### src/core/redriver_cfg_pkg.sv
// Package: register map, strap decode and timing constants of the config bank
package redriver_cfg_pkg;

  // ----------------------------------------------------------------
  // Register map
  // ----------------------------------------------------------------
  localparam logic [7:0] OFF_ACCEL = 8'h01;
  localparam logic [7:0] OFF_MODE = 8'h03;
  localparam logic [7:0] OFF_STATIC = 8'h0e;
  localparam logic [7:0] OFF_RXGAIN = 8'h25;
  localparam logic [6:0] TARGET_ADDR = 7'h2c;

  // Reserved bits are set by hardware at reset
  localparam logic [3:0] ACCEL_RSV_RESET = 4'hf;
  localparam logic [6:0] MODE_RSV_RESET = 7'h7f;
  localparam logic [3:0] STATIC_RSV_RESET = 4'hf;
  localparam logic MODE_CFG_RESET = 1'b1;

  // ----------------------------------------------------------------
  // Strap decode
  // ----------------------------------------------------------------
  localparam logic [3:0] ACCEL_LVL0 = 4'h0;
  localparam logic [3:0] ACCEL_LVL1 = 4'h3;
  localparam logic [3:0] ACCEL_LVL2 = 4'h6;
  localparam logic [3:0] ACCEL_LVL3 = 4'ha;
  localparam logic [3:0] STATIC_LVL0 = 4'h0;
  localparam logic [3:0] STATIC_LVL12 = 4'h2;
  localparam logic [3:0] STATIC_LVL3 = 4'h6;
  localparam logic [7:0] RXGAIN_LOW = 8'h00;
  localparam logic [7:0] RXGAIN_MID = 8'h33;
  localparam logic [7:0] RXGAIN_HIGH = 8'h66;

  typedef enum logic [1:0] {SENS_LOW, SENS_MID, SENS_HIGH} sens_level_t;

  // Time after shutdown release at which the bus lines are sampled
  localparam int SAMPLE_DELAY_NS = 1000;
  localparam int CLOCK_PERIOD_NS = 100;
  localparam int SAMPLE_DELAY_CYC = (SAMPLE_DELAY_NS + CLOCK_PERIOD_NS - 1) / CLOCK_PERIOD_NS;

  // Levels handed to the analog path
  typedef struct packed {
    logic [3:0] accel;
    logic [3:0] staticGain;
    logic [7:0] rxGain;
    logic halted;
  } level_bus_t;

endpackage : redriver_cfg_pkg

### src/core/i2c_target_port.sv
// I2C target engine: start/stop detect, address match, byte transfer
`timescale 1ns/10ps
module i2c_target_port
  import redriver_cfg_pkg::*;
(
  input wire logic clock, // System clock
  input wire logic resetn, // Async reset, active low
  input wire logic enable, // Port enabled
  input wire logic sclSync, // Synchronised serial clock
  input wire logic sdaSync, // Synchronised serial data
  output logic sdaOe, // Pull data line low
  output logic wrStb, // Write strobe, one cycle
  output logic [7:0] wrAddr, // Register offset of write
  output logic [7:0] wrData, // Write data
  output logic [7:0] rdAddr, // Register offset to read
  input wire logic [7:0] rdData // Read data for rdAddr
);

  typedef enum {S_IDLE, S_ADDR, S_ACK, S_PTR, S_WDATA, S_RDATA, S_RACK} phase_t;

  phase_t phase_reg;
  logic sclPrev_reg;
  logic sdaPrev_reg;
  logic [7:0] shift_reg;
  logic [3:0] bitCnt_reg;
  logic readMode_reg;
  logic ptrLoaded_reg;
  logic [7:0] ptr_reg;
  logic sdaOe_reg;
  logic wrStb_reg;
  logic [2:0] afterAck_reg;

  wire sclRise = sclSync & ~sclPrev_reg;
  wire sclFall = ~sclSync & sclPrev_reg;
  wire startCond = sclSync & sclPrev_reg & sdaPrev_reg & ~sdaSync;
  wire stopCond = sclSync & sclPrev_reg & ~sdaPrev_reg & sdaSync;
  wire [7:0] shiftIn = {shift_reg[6:0], sdaSync};
  wire byteDone = (bitCnt_reg == 4'd8);
  wire addrHit = (shift_reg[7:1] == TARGET_ADDR);

  assign sdaOe = sdaOe_reg;
  assign wrStb = wrStb_reg;
  assign wrAddr = ptr_reg;
  assign wrData = shift_reg;
  assign rdAddr = ptr_reg;

  always_ff @(posedge clock or negedge resetn) begin
    if (!resetn) begin
      phase_reg <= S_IDLE;
      sclPrev_reg <= 1'b1;
      sdaPrev_reg <= 1'b1;
      shift_reg <= 8'h00;
      bitCnt_reg <= 4'd0;
      readMode_reg <= 1'b0;
      ptrLoaded_reg <= 1'b0;
      ptr_reg <= 8'h00;
      sdaOe_reg <= 1'b0;
      wrStb_reg <= 1'b0;
      afterAck_reg <= 3'd0;
    end else begin
      sclPrev_reg <= sclSync;
      sdaPrev_reg <= sdaSync;
      wrStb_reg <= 1'b0;
      if (!enable || stopCond) begin
        phase_reg <= S_IDLE;
        sdaOe_reg <= 1'b0;
      end else if (startCond) begin
        phase_reg <= S_ADDR;
        bitCnt_reg <= 4'd0;
        sdaOe_reg <= 1'b0;
        ptrLoaded_reg <= 1'b0;
      end else begin
        unique case (phase_reg)
          S_IDLE: begin
          end
          S_ADDR, S_PTR, S_WDATA: begin
            if (sclRise && !byteDone) begin
              shift_reg <= shiftIn;
              bitCnt_reg <= bitCnt_reg + 4'd1;
            end else if (sclFall && byteDone) begin
              bitCnt_reg <= 4'd0;
              if (phase_reg == S_ADDR) begin
                if (addrHit) begin
                  readMode_reg <= shift_reg[0];
                  sdaOe_reg <= 1'b1;
                  afterAck_reg <= shift_reg[0] ? 3'd2 : 3'd1;
                  phase_reg <= S_ACK;
                end else begin
                  phase_reg <= S_IDLE;
                end
              end else begin
                if (phase_reg == S_PTR) begin
                  ptr_reg <= shift_reg;
                end else begin
                  wrStb_reg <= 1'b1;
                end
                sdaOe_reg <= 1'b1;
                afterAck_reg <= 3'd3;
                phase_reg <= S_ACK;
              end
            end
          end
          S_ACK: begin
            if (sclFall) begin
              sdaOe_reg <= 1'b0;
              if (afterAck_reg == 3'd1) begin
                phase_reg <= S_PTR;
              end else if (afterAck_reg == 3'd2) begin
                shift_reg <= rdData;
                sdaOe_reg <= ~rdData[7];
                phase_reg <= S_RDATA;
              end else begin
                if (ptrLoaded_reg) begin
                  ptr_reg <= ptr_reg + 8'd1;
                end
                ptrLoaded_reg <= 1'b1;
                phase_reg <= S_WDATA;
              end
            end
          end
          S_RDATA: begin
            if (sclFall) begin
              if (bitCnt_reg == 4'd7) begin
                bitCnt_reg <= 4'd0;
                sdaOe_reg <= 1'b0;
                phase_reg <= S_RACK;
              end else begin
                bitCnt_reg <= bitCnt_reg + 4'd1;
                shift_reg <= {shift_reg[6:0], 1'b0};
                sdaOe_reg <= ~shift_reg[6];
              end
            end
          end
          S_RACK: begin
            if (sclRise) begin
              // Host NACK ends the read burst
              if (sdaSync) begin
                phase_reg <= S_IDLE;
              end else begin
                ptr_reg <= ptr_reg + 8'd1;
                afterAck_reg <= 3'd4;
              end
            end else if (sclFall && afterAck_reg == 3'd4) begin
              shift_reg <= rdData;
              sdaOe_reg <= ~rdData[7];
              phase_reg <= S_RDATA;
            end
          end
        endcase
      end
    end
  end

endmodule : i2c_target_port

### src/core/redriver_config_registers.sv
// Configuration register bank with strap load and serial target port
//
// Overview of operation
// - Accel field loads strap code 0,3,6,A.
// - Static field loads strap code 0,2,2,6.
// - Receive gain loads 00, 33, 66.
// - Reserved bits set at reset; host preserves.
// - Configuration bit resets to one.
// - Gain strap latched once after shutdown release.
// - Answers target address 2C at 100/400 kHz.
// - Port enabled only if lines high.
// - Configuration bit halts link state machine.
`timescale 1ns/10ps
module redriver_config_registers
  import redriver_cfg_pkg::*;
#(
  parameter int SAMPLE_CYCLES = SAMPLE_DELAY_CYC
)
(
  input wire logic clock, // 10 MHz system clock
  input wire logic resetn, // Shutdown reset pin, active low
  input wire logic sclIn, // Serial clock pin level
  input wire logic sdaIn, // Serial data pin level
  output logic sdaOut, // Serial data drive value
  output logic sdaOe, // Serial data drive enable
  input wire logic [1:0] gainStrap, // Gain strap level 0..3
  input wire logic [1:0] sensStrap, // Sensitivity strap level
  output level_bus_t levels, // Levels to analog path
  output logic portEnabled // Serial port enabled
);

  // ----------------------------------------------------------------
  // Pin synchronisers
  // ----------------------------------------------------------------
  // Bus lines reset to their idle high level, so no false edge follows reset
  logic [1:0] sclMeta_reg, sdaMeta_reg;
  logic [1:0] gainMeta_reg, gainSync_reg;
  logic [1:0] sensMeta_reg, sensSync_reg;

  always_ff @(posedge clock or negedge resetn) begin
    if (!resetn) begin
      sclMeta_reg <= 2'b11;
      sdaMeta_reg <= 2'b11;
      gainMeta_reg <= 2'b00;
      gainSync_reg <= 2'b00;
      sensMeta_reg <= 2'b00;
      sensSync_reg <= 2'b00;
    end else begin
      sclMeta_reg <= {sclMeta_reg[0], sclIn};
      sdaMeta_reg <= {sdaMeta_reg[0], sdaIn};
      gainMeta_reg <= gainStrap;
      gainSync_reg <= gainMeta_reg;
      sensMeta_reg <= sensStrap;
      sensSync_reg <= sensMeta_reg;
    end
  end

  wire sclSync = sclMeta_reg[1];
  wire sdaSync = sdaMeta_reg[1];

  // ----------------------------------------------------------------
  // Startup sampling
  // ----------------------------------------------------------------
  // Straps are caught once after the synchronisers settle; later changes need a new reset
  logic [7:0] startCnt_reg;
  logic loaded_reg;
  logic portEn_reg;
  wire sampleNow = !loaded_reg && (startCnt_reg == 8'(SAMPLE_CYCLES));

  always_ff @(posedge clock or negedge resetn) begin
    if (!resetn) begin
      startCnt_reg <= 8'd0;
      loaded_reg <= 1'b0;
      portEn_reg <= 1'b0;
    end else if (!loaded_reg) begin
      startCnt_reg <= startCnt_reg + 8'd1;
      if (sampleNow) begin
        loaded_reg <= 1'b1;
        portEn_reg <= sclSync & sdaSync;
      end
    end
  end

  // ----------------------------------------------------------------
  // Strap decode
  // ----------------------------------------------------------------
  // Decoded all the time; only the one sample edge copies the result
  logic [3:0] accelStrap, staticStrap;
  logic [7:0] rxStrap;

  always_comb begin
    unique case (gainSync_reg)
      2'd0: accelStrap = ACCEL_LVL0;
      2'd1: accelStrap = ACCEL_LVL1;
      2'd2: accelStrap = ACCEL_LVL2;
      default: accelStrap = ACCEL_LVL3;
    endcase
  end

  always_comb begin
    unique case (gainSync_reg)
      2'd0: staticStrap = STATIC_LVL0;
      2'd3: staticStrap = STATIC_LVL3;
      default: staticStrap = STATIC_LVL12;
    endcase
  end

  // Unused fourth code of the tri-level strap falls back to the lowest level
  always_comb begin
    unique case (sensStrap_e(sensSync_reg))
      SENS_MID: rxStrap = RXGAIN_MID;
      SENS_HIGH: rxStrap = RXGAIN_HIGH;
      default: rxStrap = RXGAIN_LOW;
    endcase
  end

  function automatic sens_level_t sensStrap_e(input logic [1:0] v);
    sensStrap_e = sens_level_t'(v);
  endfunction : sensStrap_e

  // ----------------------------------------------------------------
  // Serial target port
  // ----------------------------------------------------------------
  logic wrStb, portOe;
  logic [7:0] wrAddr, wrData, rdAddr, rdData;

  i2c_target_port port (
    .clock(clock),
    .resetn(resetn),
    .enable(portEn_reg),
    .sclSync(sclSync),
    .sdaSync(sdaSync),
    .sdaOe(portOe),
    .wrStb(wrStb),
    .wrAddr(wrAddr),
    .wrData(wrData),
    .rdAddr(rdAddr),
    .rdData(rdData)
  );

  // ----------------------------------------------------------------
  // Registers
  // ----------------------------------------------------------------
  logic [7:0] accel_reg, mode_reg, static_reg, rxGain_reg;

  // The port stays off until the straps are in, so a write never meets the sample
  wire hitAccel = wrStb && wrAddr == OFF_ACCEL;
  wire hitMode = wrStb && wrAddr == OFF_MODE;
  wire hitStatic = wrStb && wrAddr == OFF_STATIC;
  wire hitRx = wrStb && wrAddr == OFF_RXGAIN;

  always_ff @(posedge clock or negedge resetn) begin
    if (!resetn) begin
      accel_reg <= {ACCEL_LVL0, ACCEL_RSV_RESET};
      mode_reg <= {MODE_RSV_RESET, MODE_CFG_RESET};
      static_reg <= {STATIC_RSV_RESET, STATIC_LVL0};
      rxGain_reg <= RXGAIN_LOW;
    end else if (sampleNow) begin
      accel_reg[7:4] <= accelStrap;
      static_reg[3:0] <= staticStrap;
      rxGain_reg <= rxStrap;
    end else begin
      // Any code is accepted; undefined offsets hit nothing
      if (hitAccel) accel_reg <= wrData;
      if (hitMode) mode_reg <= wrData;
      if (hitStatic) static_reg <= wrData;
      if (hitRx) rxGain_reg <= wrData;
    end
  end

  // ----------------------------------------------------------------
  // Read selection
  // ----------------------------------------------------------------
  // Undefined offsets read back zero so a stray read shows no state
  wire selAccel = rdAddr == OFF_ACCEL;
  wire selMode = rdAddr == OFF_MODE;
  wire selStatic = rdAddr == OFF_STATIC;
  wire selRx = rdAddr == OFF_RXGAIN;

  assign rdData = selAccel ? accel_reg :
                  selMode ? mode_reg :
                  selStatic ? static_reg :
                  selRx ? rxGain_reg : 8'h00;

  // ----------------------------------------------------------------
  // Outputs
  // ----------------------------------------------------------------
  // Levels apply only once the link state machine is released, so a
  // half-written set of values never reaches the analog path
  level_bus_t levels_reg;
  logic sdaOe_reg;
  logic sdaOut_reg;

  always_ff @(posedge clock or negedge resetn) begin
    if (!resetn) begin
      levels_reg <= '0;
      sdaOe_reg <= 1'b0;
      sdaOut_reg <= 1'b0;
    end else begin
      sdaOe_reg <= portOe;
      sdaOut_reg <= 1'b0;
      levels_reg.halted <= mode_reg[0];
      if (!mode_reg[0]) begin
        levels_reg.accel <= accel_reg[7:4];
        levels_reg.staticGain <= static_reg[3:0];
        levels_reg.rxGain <= rxGain_reg;
      end
    end
  end

  assign levels = levels_reg;
  assign sdaOe = sdaOe_reg;
  // Open drain: the pin is only ever pulled low, never driven high
  assign sdaOut = sdaOut_reg;
  assign portEnabled = portEn_reg;

endmodule : redriver_config_registers

### config.mk
export PLATFORM = sky130hd
export DESIGN_NAME = redriver_config_registers
export DESIGN_NICKNAME = d
export VERILOG_FILES = /design/src/core/redriver_cfg_pkg.sv /design/src/core/i2c_target_port.sv /design/src/core/redriver_config_registers.sv
export SDC_FILE = /design/constraint.sdc
export NUM_CORES = 1
export LEC_CHECK = 0
export BUFFER_PORTS_ARGS = -buffer_cell sky130_fd_sc_hd__buf_4
export CORE_MARGIN = 1.5
export CORE_UTILIZATION = 26
export DETAILED_ROUTE_END_ITERATION = 16
export PLACE_DENSITY = 0.46
export SLEW_MARGIN = 20
export SYNTH_ARGS = -nofsm -noshare
export SYNTH_HDL_FRONTEND = slang
export SYNTH_SLANG_ARGS = --single-unit
### constraint.sdc
create_clock -name clock -period 2.95 [get_ports clock]
set_input_delay 0.295 -clock clock [delete_from_list [all_inputs] [get_ports clock]]
set_output_delay 0.295 -clock clock [all_outputs]
set_load 0.005 [all_outputs]
# == Yosys cells after proc, flatten, opt, wreduce, memory -nomap -nowiden ==
# Index checks and enable logic that the tools add are counted.
# classes
addsub,3
n_reduce_logical,35
mux,90
bitwise,18
n_eq_ne,55
# op_table
op,count
32-bit two-way mux,11
8-bit two-way mux,25
"32-bit by 3-bit == test with 1-bit output, second input constant",4
32-bit one-hot mux with 4 select lines,1
"32-bit by 2-bit == test with 1-bit output, second input constant",3
"32-bit by 1-bit == test with 1-bit output, second input constant",1
4-bit two-way mux,8
8-bit one-hot mux with 4 select lines,1
1-bit two-way mux,28
"4-bit by 1-bit != test with 1-bit output, second input constant",6
8-bit one-hot mux with 3 select lines,1
8-bit AND reduction,3
"2-bit by 1-bit != test with 1-bit output, second input constant",11
3-bit two-way mux,6
"8-bit by 1-bit adder with 8-bit output, second input constant",2
"8-bit by 4-bit == test with 1-bit output, second input constant",2
"2-bit != test, second input constant",7
7-bit one-hot mux with 2 select lines,1
13-bit AND reduction,1
3-bit one-hot mux with 2 select lines,2
4-bit one-hot mux with 3 select lines,1
2-bit nonzero test,6
11-bit AND reduction,1
1-bit inverter,10
other kinds (34),59
# totals
out_inout_bits,20
inputBits,8
ff_bits,132

# == Longest topological paths before layout ==
# Gate-level depths: netlist of the first run.
# depth
depth_word,12
mapped_depth,9

# == By module ==
# From an unflattened synthesis of the first run, not the netlist that was laid out.
# unflattened
hier_cells,479
hier_area_um2,5293.8
# by_module_without_submodules
module,area_per_inst_um2,n_inst,cells_each,seq_area_each_um2
redriver_config_registers,3145.5,1,235,1826.8
i2c_target_port,2148.3,1,244,778.2

# == Least setup slack after synthesis of the first run ==
# No wires, ideal clock.
# synth_timing
kind,register to register
startpoint,register port.bitCnt_reg[0]
endpoint,register port.afterAck_reg[0]
t_arrival_ns,1.842
setup_slack_ns,0.981
path_stages_with_launch,9
path_cell_list,dfrtp_1 inv_1 ha_1 and3b_1 buf_6 a311oi_1 a211o_1 a211o_1 mux2_1
# synth_between
elab_chain_cells,5
elab_cells_between_ends,7
# synth_rtl
item,line_no,rtl
"start, declared",i2c_target_port.sv:25,logic [3:0] bitCnt_reg;
"start signal, assigned",i2c_target_port.sv:79,bitCnt_reg <= bitCnt_reg + 4'd1;
"start signal, assigned",i2c_target_port.sv:128,bitCnt_reg <= bitCnt_reg + 4'd1;
4-bit == test (*),i2c_target_port.sv:38,wire byteDone = (bitCnt_reg == 4'd8);
1-bit logical NOT,i2c_target_port.sv:77,if (sclRise && !byteDone) begin
1-bit logical AND,i2c_target_port.sv:77,
2-bit != test (no source line),n/a,
8-bit AND reduction (no source line) (*),n/a,
"end signal, assigned",i2c_target_port.sv:86,afterAck_reg <= shift_reg[0] ? 3'd2 : 3'd1;
"end, declared",i2c_target_port.sv:31,logic [2:0] afterAck_reg;
# Every way passes the cells marked *; elsewhere a longest branch is shown, timed or not.
# A chain may end at the register's enable or synchronous reset.

# == Final worst setup path of the first run ==
# layout_timing
startpoint,register port.sclPrev_reg
endpoint,"register port.ptr_reg[0], in the netlist port.rdAddr[0]"
# layout_between
elab_chain_cells,6
elab_cells_between_ends,18
# layout_rtl
item,line_no,rtl
"start, declared",i2c_target_port.sv:22,logic sclPrev_reg;
"start signal, assigned",i2c_target_port.sv:61,sclPrev_reg <= sclSync;
1-bit AND,"i2c_target_port.sv:35, i2c_target_port.sv:36",
1-bit AND (2 in series),i2c_target_port.sv:36,wire stopCond = sclSync & sclPrev_reg & ~sdaPrev_reg & sdaSync;
1-bit logical OR,i2c_target_port.sv:64,if (!enable || stopCond) begin
1-bit inverter (no source line),n/a,
13-bit AND reduction (no source line) (*),n/a,
"end signal, assigned",i2c_target_port.sv:93,ptr_reg <= shift_reg;
"end signal, assigned",i2c_target_port.sv:114,ptr_reg <= ptr_reg + 8'd1;
"end signal, assigned",i2c_target_port.sv:140,ptr_reg <= ptr_reg + 8'd1;
"end, declared",i2c_target_port.sv:28,logic [7:0] ptr_reg;
# Marks and branches as above.

==> results of run 1 <==
==> critical path: stages, from the launching register on <==
cell and delay (ns):
dfstp_2 0.58, nor2b_1 0.48, a211o_1 0.21, o2111ai_1 0.38, or2_1 0.41, a211o_1 0.31
==> layout make-up <==
class	instances	area (sq um)
inverter	15	56.30
fill	2039	13610
timing repair buffer	40	300.3
clock inverter	6	45.04
multi-input combinational	328	2409
tap	265	331.6
clock buffer	10	229.0
sequential	103	2605
==> metal layers <==
layer  vias up  GRT usage (%)
met5         -              0
met4         0          5.582
met1      1916          17.52
met3        17          2.682
li1       1787              -
met2        91          22.44
==> how the worst max path moves through the flow <==
| stage | from | endpoint | slack [ns] | depth (start not counted) |
|---|---|---|---|---|
| global route | port.sclPrev_reg$_DFF_PN1_ | port.rdAddr[0]$_DFFE_PN0P_ | 0.30 | 5 |
| finish | port.sclPrev_reg$_DFF_PN1_ | port.rdAddr[0]$_DFFE_PN0P_ | 0.48 | 5 |
| floorplan | port.bitCnt_reg[0]$_DFFE_PN0P_ | port.afterAck_reg[0]$_DFFE_PN0P_ | 0.98 | 8 |
| CTS | port.sclPrev_reg$_DFF_PN1_ | port.rdAddr[0]$_DFFE_PN0P_ | 0.50 | 5 |
| detailed placement | port.sclPrev_reg$_DFF_PN1_ | port.rdAddr[0]$_DFFE_PN0P_ | 0.54 | 5 |
| global placement | port.bitCnt_reg[0]$_DFFE_PN0P_ | port.afterAck_reg[2]$_DFFE_PN0P_ | 0.61 | 7 |
==> cells by family (layout without fill, tap and decap cells) <==
group           after synthesis  after routing  synth area share, %
fa+ha+maj                     9              9                2.161
compound gates              119            119                15.37
flops                       103            103                49.99
other cells                   1              1              0.07196
xor+xnor                     10             10                1.681
buf+inv                      43             71                3.793
simple gates                130            130                14.60
mux                          59             59                12.34
==> power by group through the flow <==
stage                     clock (mW)  combinational, mW  sequential, mW
after global routing            1.23              0.134            1.49
after detailed placement           0              0.122            1.51
after CTS                       1.17              0.123            1.48
after floorplan                    0             0.0558            1.50
after global placement             0              0.122            1.51
final                           1.13              0.119            1.48
==> Yosys cell counts (3+ instances only) <==
| cell type | count |
|---|---|
| inv_1 | 15 |
| nor2b_1 | 7 |
| clkbuf_1 | 11 |
| mux2_2 | 30 |
| ha_1 | 9 |
| nand2_1 | 25 |
| a211oi_1 | 5 |
| o22ai_1 | 6 |
| o211ai_1 | 5 |
| nand2b_1 | 10 |
| mux2i_1 | 17 |
| mux2_1 | 12 |
| nor3_1 | 13 |
| a21oi_1 | 33 |
| a2bb2oi_1 | 6 |
| dfrtp_1 | 81 |
| o21ai_0 | 18 |
| buf_2 | 11 |
| a22o_1 | 6 |
| a22oi_1 | 4 |
| a211o_1 | 4 |
| xor2_1 | 3 |
| nor4_1 | 3 |
| and3_1 | 7 |
| nor3b_1 | 5 |
| xnor2_1 | 7 |
| nor2_1 | 19 |
| nand3_1 | 15 |
| dfstp_2 | 22 |
| a31oi_1 | 7 |
==> through the flow <==
step | cells | total power, mW | util [%]
floorplan | 474 | 1.553 | -
global placement | 751 | 1.627 | 29.11
detailed placement | 751 | 1.629 | 29.11
CTS | 767 | 2.775 | 30.50
global route | 767 | 2.850 | 30.50
finish | 767 | 2.730 | 30.50
==> impl_summary.txt, run 1 <==
----------------------------------------------------
[Placed design]
  HPWL Detailed ... approximately 9.2 mm
  Pre-CTS worst setup slack ... 0.5368 ns
  Total cell area at the placement stage ... 5702 sq um
  Number of buffers inserted by port buffering ... 26
  Weighted congestion reported at the end of routability-driven placement ... 0.8491

[Clock tree]
  # hold bufs at CTS ... 0
  Number of resized instances in the post-cts repair step ... 0
  Clk pin slew, worst setup/hold paths ... approximately 0.07 ns
  Later-pin clock latency in the skew report ... ~0.36 ns
  Longest Clk Path Bufs ... 2
  Buffers inserted during post-CTS setup optimization ... 0
  Num CTS Buffers ... 9
  # H-tree levels ... 3
  Buffer type at the clock tree root ... clkbuf_16
  Number of clock sinks ... between 100 and 150
  CTS tree ... done

[Cells and area]
  Area added between synthesis and finish ... 14.67%
  Max reg flops ... 17
  Summed area of non-filler cells in the final layout ... roughly 6000 sq um
  Fraction of layout cells with a size suffix above 1 ... roughly a quarter
  Most frequent cells in the layout ... 81 x dfrtp_1, 40 x buf_4, 33 x a21oi_1, 30 x mux2_2, 25 x nand2_1
  Antenna diode count ... 0
  Fin nets ... 514
  Leading cell type in the layout, fill and taps excluded ... dfrtp_1

[Logic synthesis]
  Area share of the leading cell type in the synthesized netlist ... between 30 and 40%
  Ys async rst share ... 100.0%
  Part of the Yosys area used for sequential elements ... around half
  Syn_area_per_cell ... 10.99 sq um
  Count of mapped cells out of synthesis ... ~470
  Cell taking the most area after synthesis ... dfrtp_1
  Area of the mapped netlist ... 5211 sq um
  Total of flip-flops plus latches after synthesis ... just over 100
  Post-synthesis net count ... 491
  Number of synthesized flops with an enable pin ... 0
  Predominant post-synthesis flop cell ... dfrtp_1
  Cell types occupying the most area after synthesis ... dfrtp_1 39%, dfstp_2 11%, mux2_2 6.5%
  Distinct cell type count after synthesis ... just over 70
  Yosys Warn Count ... 0

[Die]
  Site Rows ... between 50 and 60
  Die height ... ~140 microns
  Core footprint ... between 15000 and 20000 sq um
  IO Count ... 28
  Die footprint ... 20900 sq um
  Die width ... 144.6 microns
  Starting utilization of the core area ... between 20% and 30%

[Drt]
  Detail Route met3 WL ... between 400 and 500 microns
  Uppermost layer routed ... met4
  Routed wire length ... between 10 and 15 mm
  Sum of routed wire segments on met1 ... ~6.1 mm
  Wire length per cell after detailed routing ... between 15 and 20 microns
  Detailed-route DRC error count ... 0
  ANT nets after route ... 0
  Iteration-0 DRC count of the detailed router ... around 320
  Per-cell via count in the routed design ... between 4 and 5
  Routed wire length on met2 ... 6.311 mm
  Detailed-route via count ... 3811
  First-pass DRT Iterations ... 5

[STA]
  Post-route fraction of the period consumed by the critical path ... approximately 84%
  Final Hold Slack ... approximately 0.023 ns
  Setup TNS ... 0 ns
  Final period demand of the worst path ... about 2.5 ns
  Worst setup margin ... ~0.48 ns
  Worst Skew ... 0.01403 ns
  Worst max-slew margin expressed relative to the limit ... a little under half
  Unrepaired setup endpoints after global routing ... false
  Setup violators final ... 0
  Peak clock frequency supported by timing ... approximately 0.40 GHz
  Endpoints failing hold ... 0
  Worst-margin pin slew ... just under 0.8 ns
  Max-slew violation total from the final report ... 0

[Power and ir drop]
  Max IR drop VDD ... between 0.2 and 0.3 mV
  NetSw ... between 0.6 and 0.7 mW
  Share of total power in sequential cells ... between 50% and 60%
  Static leakage ... ~2.6 nW
  Switching Fraction ... a little under a quarter
  Power per Cell Area ... between 400 and 500 nW/um^2
  Combinational cell fraction of total power ... 4.4%
  Clock share of power ... between 40 and 50%
  P_int ... 2.078 mW

[Min path]
  Worst hold path type ... primary input to asynchronous set/reset pin

[Critical path]
  Capture instance of the worst register-to-register path ... port.rdAddr[0]$_DFFE_PN0P_
  Critical path class ... register to register
  Worst r2r path cells ... 5
  Flop-to-flop setup slack ... between 0.4 and 0.5 ns
  Data required time of the critical path ... 3.19 ns
  Worst Path Max Fanout ... 11
  Type of element capturing the critical path ... register
  Start of the worst register-to-register path ... port.sclPrev_reg$_DFF_PN1_
  CP arrival ... 2.71 ns
  Crit start category ... register

[GRT]
  Via count of the first global-routing pass ... 3941
  Total congestion overflow after global routing ... 0
  Initial antenna violation count ... 0
  Largest net degree at the start of global routing ... 63
  Global-route usage over all layers ... between 10% and 20%
  Global-route wire length before repair ... between 20 and 25 mm

[Status]
  Status ... complete, no violations

[Run]
  Maxcap violations ... 0

----------------------------------------------------
Note: power is estimated with default switching activity, not from simulation.
==> run 2, diff against run 1 <==
--- a/config.mk
+++ b/config.mk
@@ -9,7 +9,7 @@
 export CORE_MARGIN = 1.5
 export CORE_UTILIZATION = 26
 export DETAILED_ROUTE_END_ITERATION = 16
-export PLACE_DENSITY = 0.46
+export PLACE_DENSITY = 0.47
 export SLEW_MARGIN = 20
 export SYNTH_ARGS = -nofsm -noshare
 export SYNTH_HDL_FRONTEND = slang
==> constraint.sdc (replaced) <==
create_clock -name clock -period 2.2 [get_ports clock]
set_input_delay 0.22 -clock clock [delete_from_list [all_inputs] [get_ports clock]]
set_output_delay 0.22 -clock clock [all_outputs]
set_load 0.005 [all_outputs]
==> run 2 against run 1 <==
Against the previous run: fmax is 17% higher; register-to-register slack got worse by 0.40 ns; wire length is 1.5% higher; count of clock-buffer cells in the layout rose by 1; final cell count increased by 4.6%; non-clock buffer count rose by 35; sequential power up 34%; flip-flop and latch count unchanged; hold slack better by 0.33 ns; largest cell class unchanged; design area up 6.1%; worst setup slack got worse by 0.40 ns.
==> impl_summary.txt, run 2 (synthesized netlist as in run 1, its figures left out) <==
----------------------------------------------------
[Status]
  Status ... complete, no violations (unchanged)

[GRT]
  Most used routing layer in global routing ... met2 (unchanged)
  Total congestion overflow after global routing ... 0 (unchanged)
  Met2 Usage GRT ... 21.71% (was 22.44%)
  Global-route wire length before repair ... 21.95 mm (was 21.47 mm)
  Initial antenna violation count ... 0 (unchanged)
  Via count of the first global-routing pass ... 3972 (was 3941)
  Met3 capacity usage during global routing ... 2.715% (was 2.682%)
  Largest net degree at the start of global routing ... 49 (was 63)
  Global-route usage over all layers ... 13.85% (was 13.63%)
  Grt met1 use ... 19.00% (was 17.52%)

[Die]
  Die width ... 144.6 microns (unchanged)
  Site Rows ... 51 (unchanged)
  Die footprint ... 20900 sq um (unchanged)
  Die height ... 144.6 microns (unchanged)
  IO Count ... 28 (unchanged)
  Starting utilization of the core area ... 26.60% (unchanged)
  Core footprint ... 19590 sq um (unchanged)

[Drt]
  ANT nets after route ... 0 (unchanged)
  Iteration-0 DRC count of the detailed router ... 247 (was 315)
  Per-cell via count in the routed design ... 4.916 (was 4.969)
  Routed wire length ... 13.30 mm (was 13.10 mm)
  First-pass DRT Iterations ... 4 (was 5)
  Wire length per cell after detailed routing ... 16.58 microns (was 17.08 microns)
  Detailed-route via count ... 3943 (was 3811)
  Detailed-route DRC error count ... 0 (unchanged)

[Power and ir drop]
  P_int ... 3.029 mW (was 2.078 mW)
  Power per Cell Area ... 612.6 nW/um^2 (was 456.8 nW/um^2)
  Clock share of power ... 44.2% (was 41.4%)
  Static leakage ... 2.838 nW (was 2.627 nW)
  Share of total power in sequential cells ... 51.1% (was 54.2%)
  Combinational cell fraction of total power ... 4.7% (was 4.4%)
  Max IR drop VDD ... 0.3473 mV (was 0.2614 mV)
  Switching Fraction ... 22.00% (was 23.89%)
  NetSw ... 0.8541 mW (was 0.6521 mW)

[Run]
  Maxcap violations ... 0 (unchanged)

[STA]
  Final period demand of the worst path ... 2.116 ns (was 2.471 ns)
  Peak clock frequency supported by timing ... 0.4725 GHz (was 0.4047 GHz)
  Worst max-slew margin expressed relative to the limit ... 57.19% (was 47.00%)
  Worst Skew ... 0.009692 ns (was 0.01403 ns)
  Setup violators final ... 0 (unchanged)
  Worst setup margin ... 0.08356 ns (was 0.4789 ns)
  Max-slew violation total from the final report ... 0 (unchanged)
  Worst-margin pin slew ... 0.6421 ns (was 0.7950 ns)
  Endpoints failing hold ... 0 (unchanged)
  Post-route fraction of the period consumed by the critical path ... 96.20% (was 83.76%)

[Critical path]
  CP arrival ... 2.36 ns (was 2.71 ns)
  Type of element capturing the critical path ... register (unchanged)
  Crit start category ... register (unchanged)
  Worst Path Max Fanout ... 6 (was 11)
  Data required time of the critical path ... 2.44 ns (was 3.19 ns)
  Critical path class ... register to register (unchanged)

[Cells and area]
  Most frequent cells in the layout ... 81 x dfrtp_1, 67 x buf_4, 33 x a21oi_1, 30 x mux2_2, 25 x nand2_1 (was 81 x dfrtp_1, 40 x buf_4, 33 x a21oi_1, 30 x mux2_2, 25 x nand2_1)
  Core occupancy in the finished layout ... 32.36% (was 30.50%)
  Fin nets ... 549 (was 514)
  Number of filler instances in the final layout ... 1974 (was 2039)
  Area added between synthesis and finish ... 21.63% (was 14.67%)
  Fraction of layout cells with a size suffix above 1 ... 28.31% (was 23.90%)
  Antenna diode count ... 0 (unchanged)
  Leading cell type in the layout, fill and taps excluded ... dfrtp_1 (unchanged)
  Max reg flops ... 17 (unchanged)

[Placed design]
  HPWL Detailed ... 9.566 mm (was 9.178 mm)
  Pre-CTS worst setup slack ... 0.08996 ns (was 0.5368 ns)
  Number of buffers inserted by port buffering ... 26 (unchanged)
  Weighted congestion reported at the end of routability-driven placement ... 0.8426 (was 0.8491)

[Clock tree]
  CTS tree ... done (unchanged)
  Num CTS Buffers ... 9 (unchanged)
  Buffer type at the clock tree root ... clkbuf_16 (unchanged)
  # H-tree levels ... 3 (unchanged)
  Clk pin slew, worst setup/hold paths ... 0.07 ns (about the same)
  Later-pin clock latency in the skew report ... 0.35 ns (was 0.36 ns)
  Buffers inserted during post-CTS setup optimization ... 0 (unchanged)
  Number of clock sinks ... 103 (unchanged)
  Longest Clk Path Bufs ... 2 (unchanged)

[Min path]
  Worst hold path type ... register to register (was primary input to asynchronous set/reset pin)

----------------------------------------------------
## run 2: power groups by stage
| stage | clock [mW] | sequential, mW | combinational [mW] |
|---|---|---|---|
| final | 1.72 | 1.99 | 0.181 |
| after global routing | 1.85 | 1.99 | 0.204 |
| after CTS | 1.79 | 1.99 | 0.185 |
| after detailed placement | 0 | 2.02 | 0.174 |
| after global placement | 0 | 2.02 | 0.173 |
| after floorplan | 0 | 2.01 | 0.0748 |
## run 2: repair_timing
| action | CTS | global route |
|---|---|---|
| hold endpoints to repair | 41 | 0 |
| endpoints found under the setup margin | 0 | 13 |
| resized for setup | 0 | 5 |
| hold buffers | 7 | 0 |
## run 2: final cells by class
type	count	area (sq um)	area share (%)
Tap cell	265	331.6	5.231
Clock buffer	11	232.7	3.672
Inverter	15	56.30	0.8883
Sequential cell	103	2605	41.10
Timing Repair Buffer	75	593.1	9.356
Multi-Input combinational cell	328	2437	38.45
Clock inverter	5	82.58	1.303
## run 2: layer usage
metal | routed length, microns | vias to the layer above | share of wire, %
met5 | 0 | - | 0
met4 | 172 | 0 | 1.3
met3 | 421 | 13 | 3.2
met2 | 6281 | 79 | 47
met1 | 6421 | 1986 | 48
li1 | - | 1865 | -
## run 2: critical path, stage by stage (launching register included)
cell     delay [ns]
dfrtp_1        0.41
inv_1          0.06
ha_1           0.22
and3b_2        0.26
buf_4          0.16
a32oi_2        0.17
a22o_1         0.18
buf_4          0.11
o21ba_2        0.12
mux2_2         0.31
## run 2: worst paths after layout
path                            cells past startpoint  slack [ns]                           start                            end
worst min-delay path                                0        0.35       sensMeta_reg[0]$_DFF_PN0_      sensSync_reg[0]$_DFF_PN0_
worst min register to register                      0        0.35       sensMeta_reg[0]$_DFF_PN0_      sensSync_reg[0]$_DFF_PN0_
min in group asynchronous                           2        0.44                          resetn    startCnt_reg[3]$_DFFE_PN0N_
worst max register to register                      9        0.08  port.bitCnt_reg[0]$_DFFE_PN0P_  port.phase_reg[0]$_DFFE_PN0P_
max in group asynchronous                           3        1.02                          resetn       accel_reg[2]$_DFFE_PN1P_
worst max-delay path                                9        0.08  port.bitCnt_reg[0]$_DFFE_PN0P_  port.phase_reg[0]$_DFFE_PN0P_
## run 2: stage by stage
step	TNS (ns)	total power, mW	cell area (sq um)	cells	hold WS (ns)
floorplan	0	2.082	5211	474	-0.07559
global placement	0	2.192	5924	779	0.2968
detailed placement	0	2.195	5924	779	0.3006
CTS	0	3.956	6310	802	0.3573
global route	-0.02384	4.048	6339	802	0.3597
finish	0	3.883	6339	802	0.3546
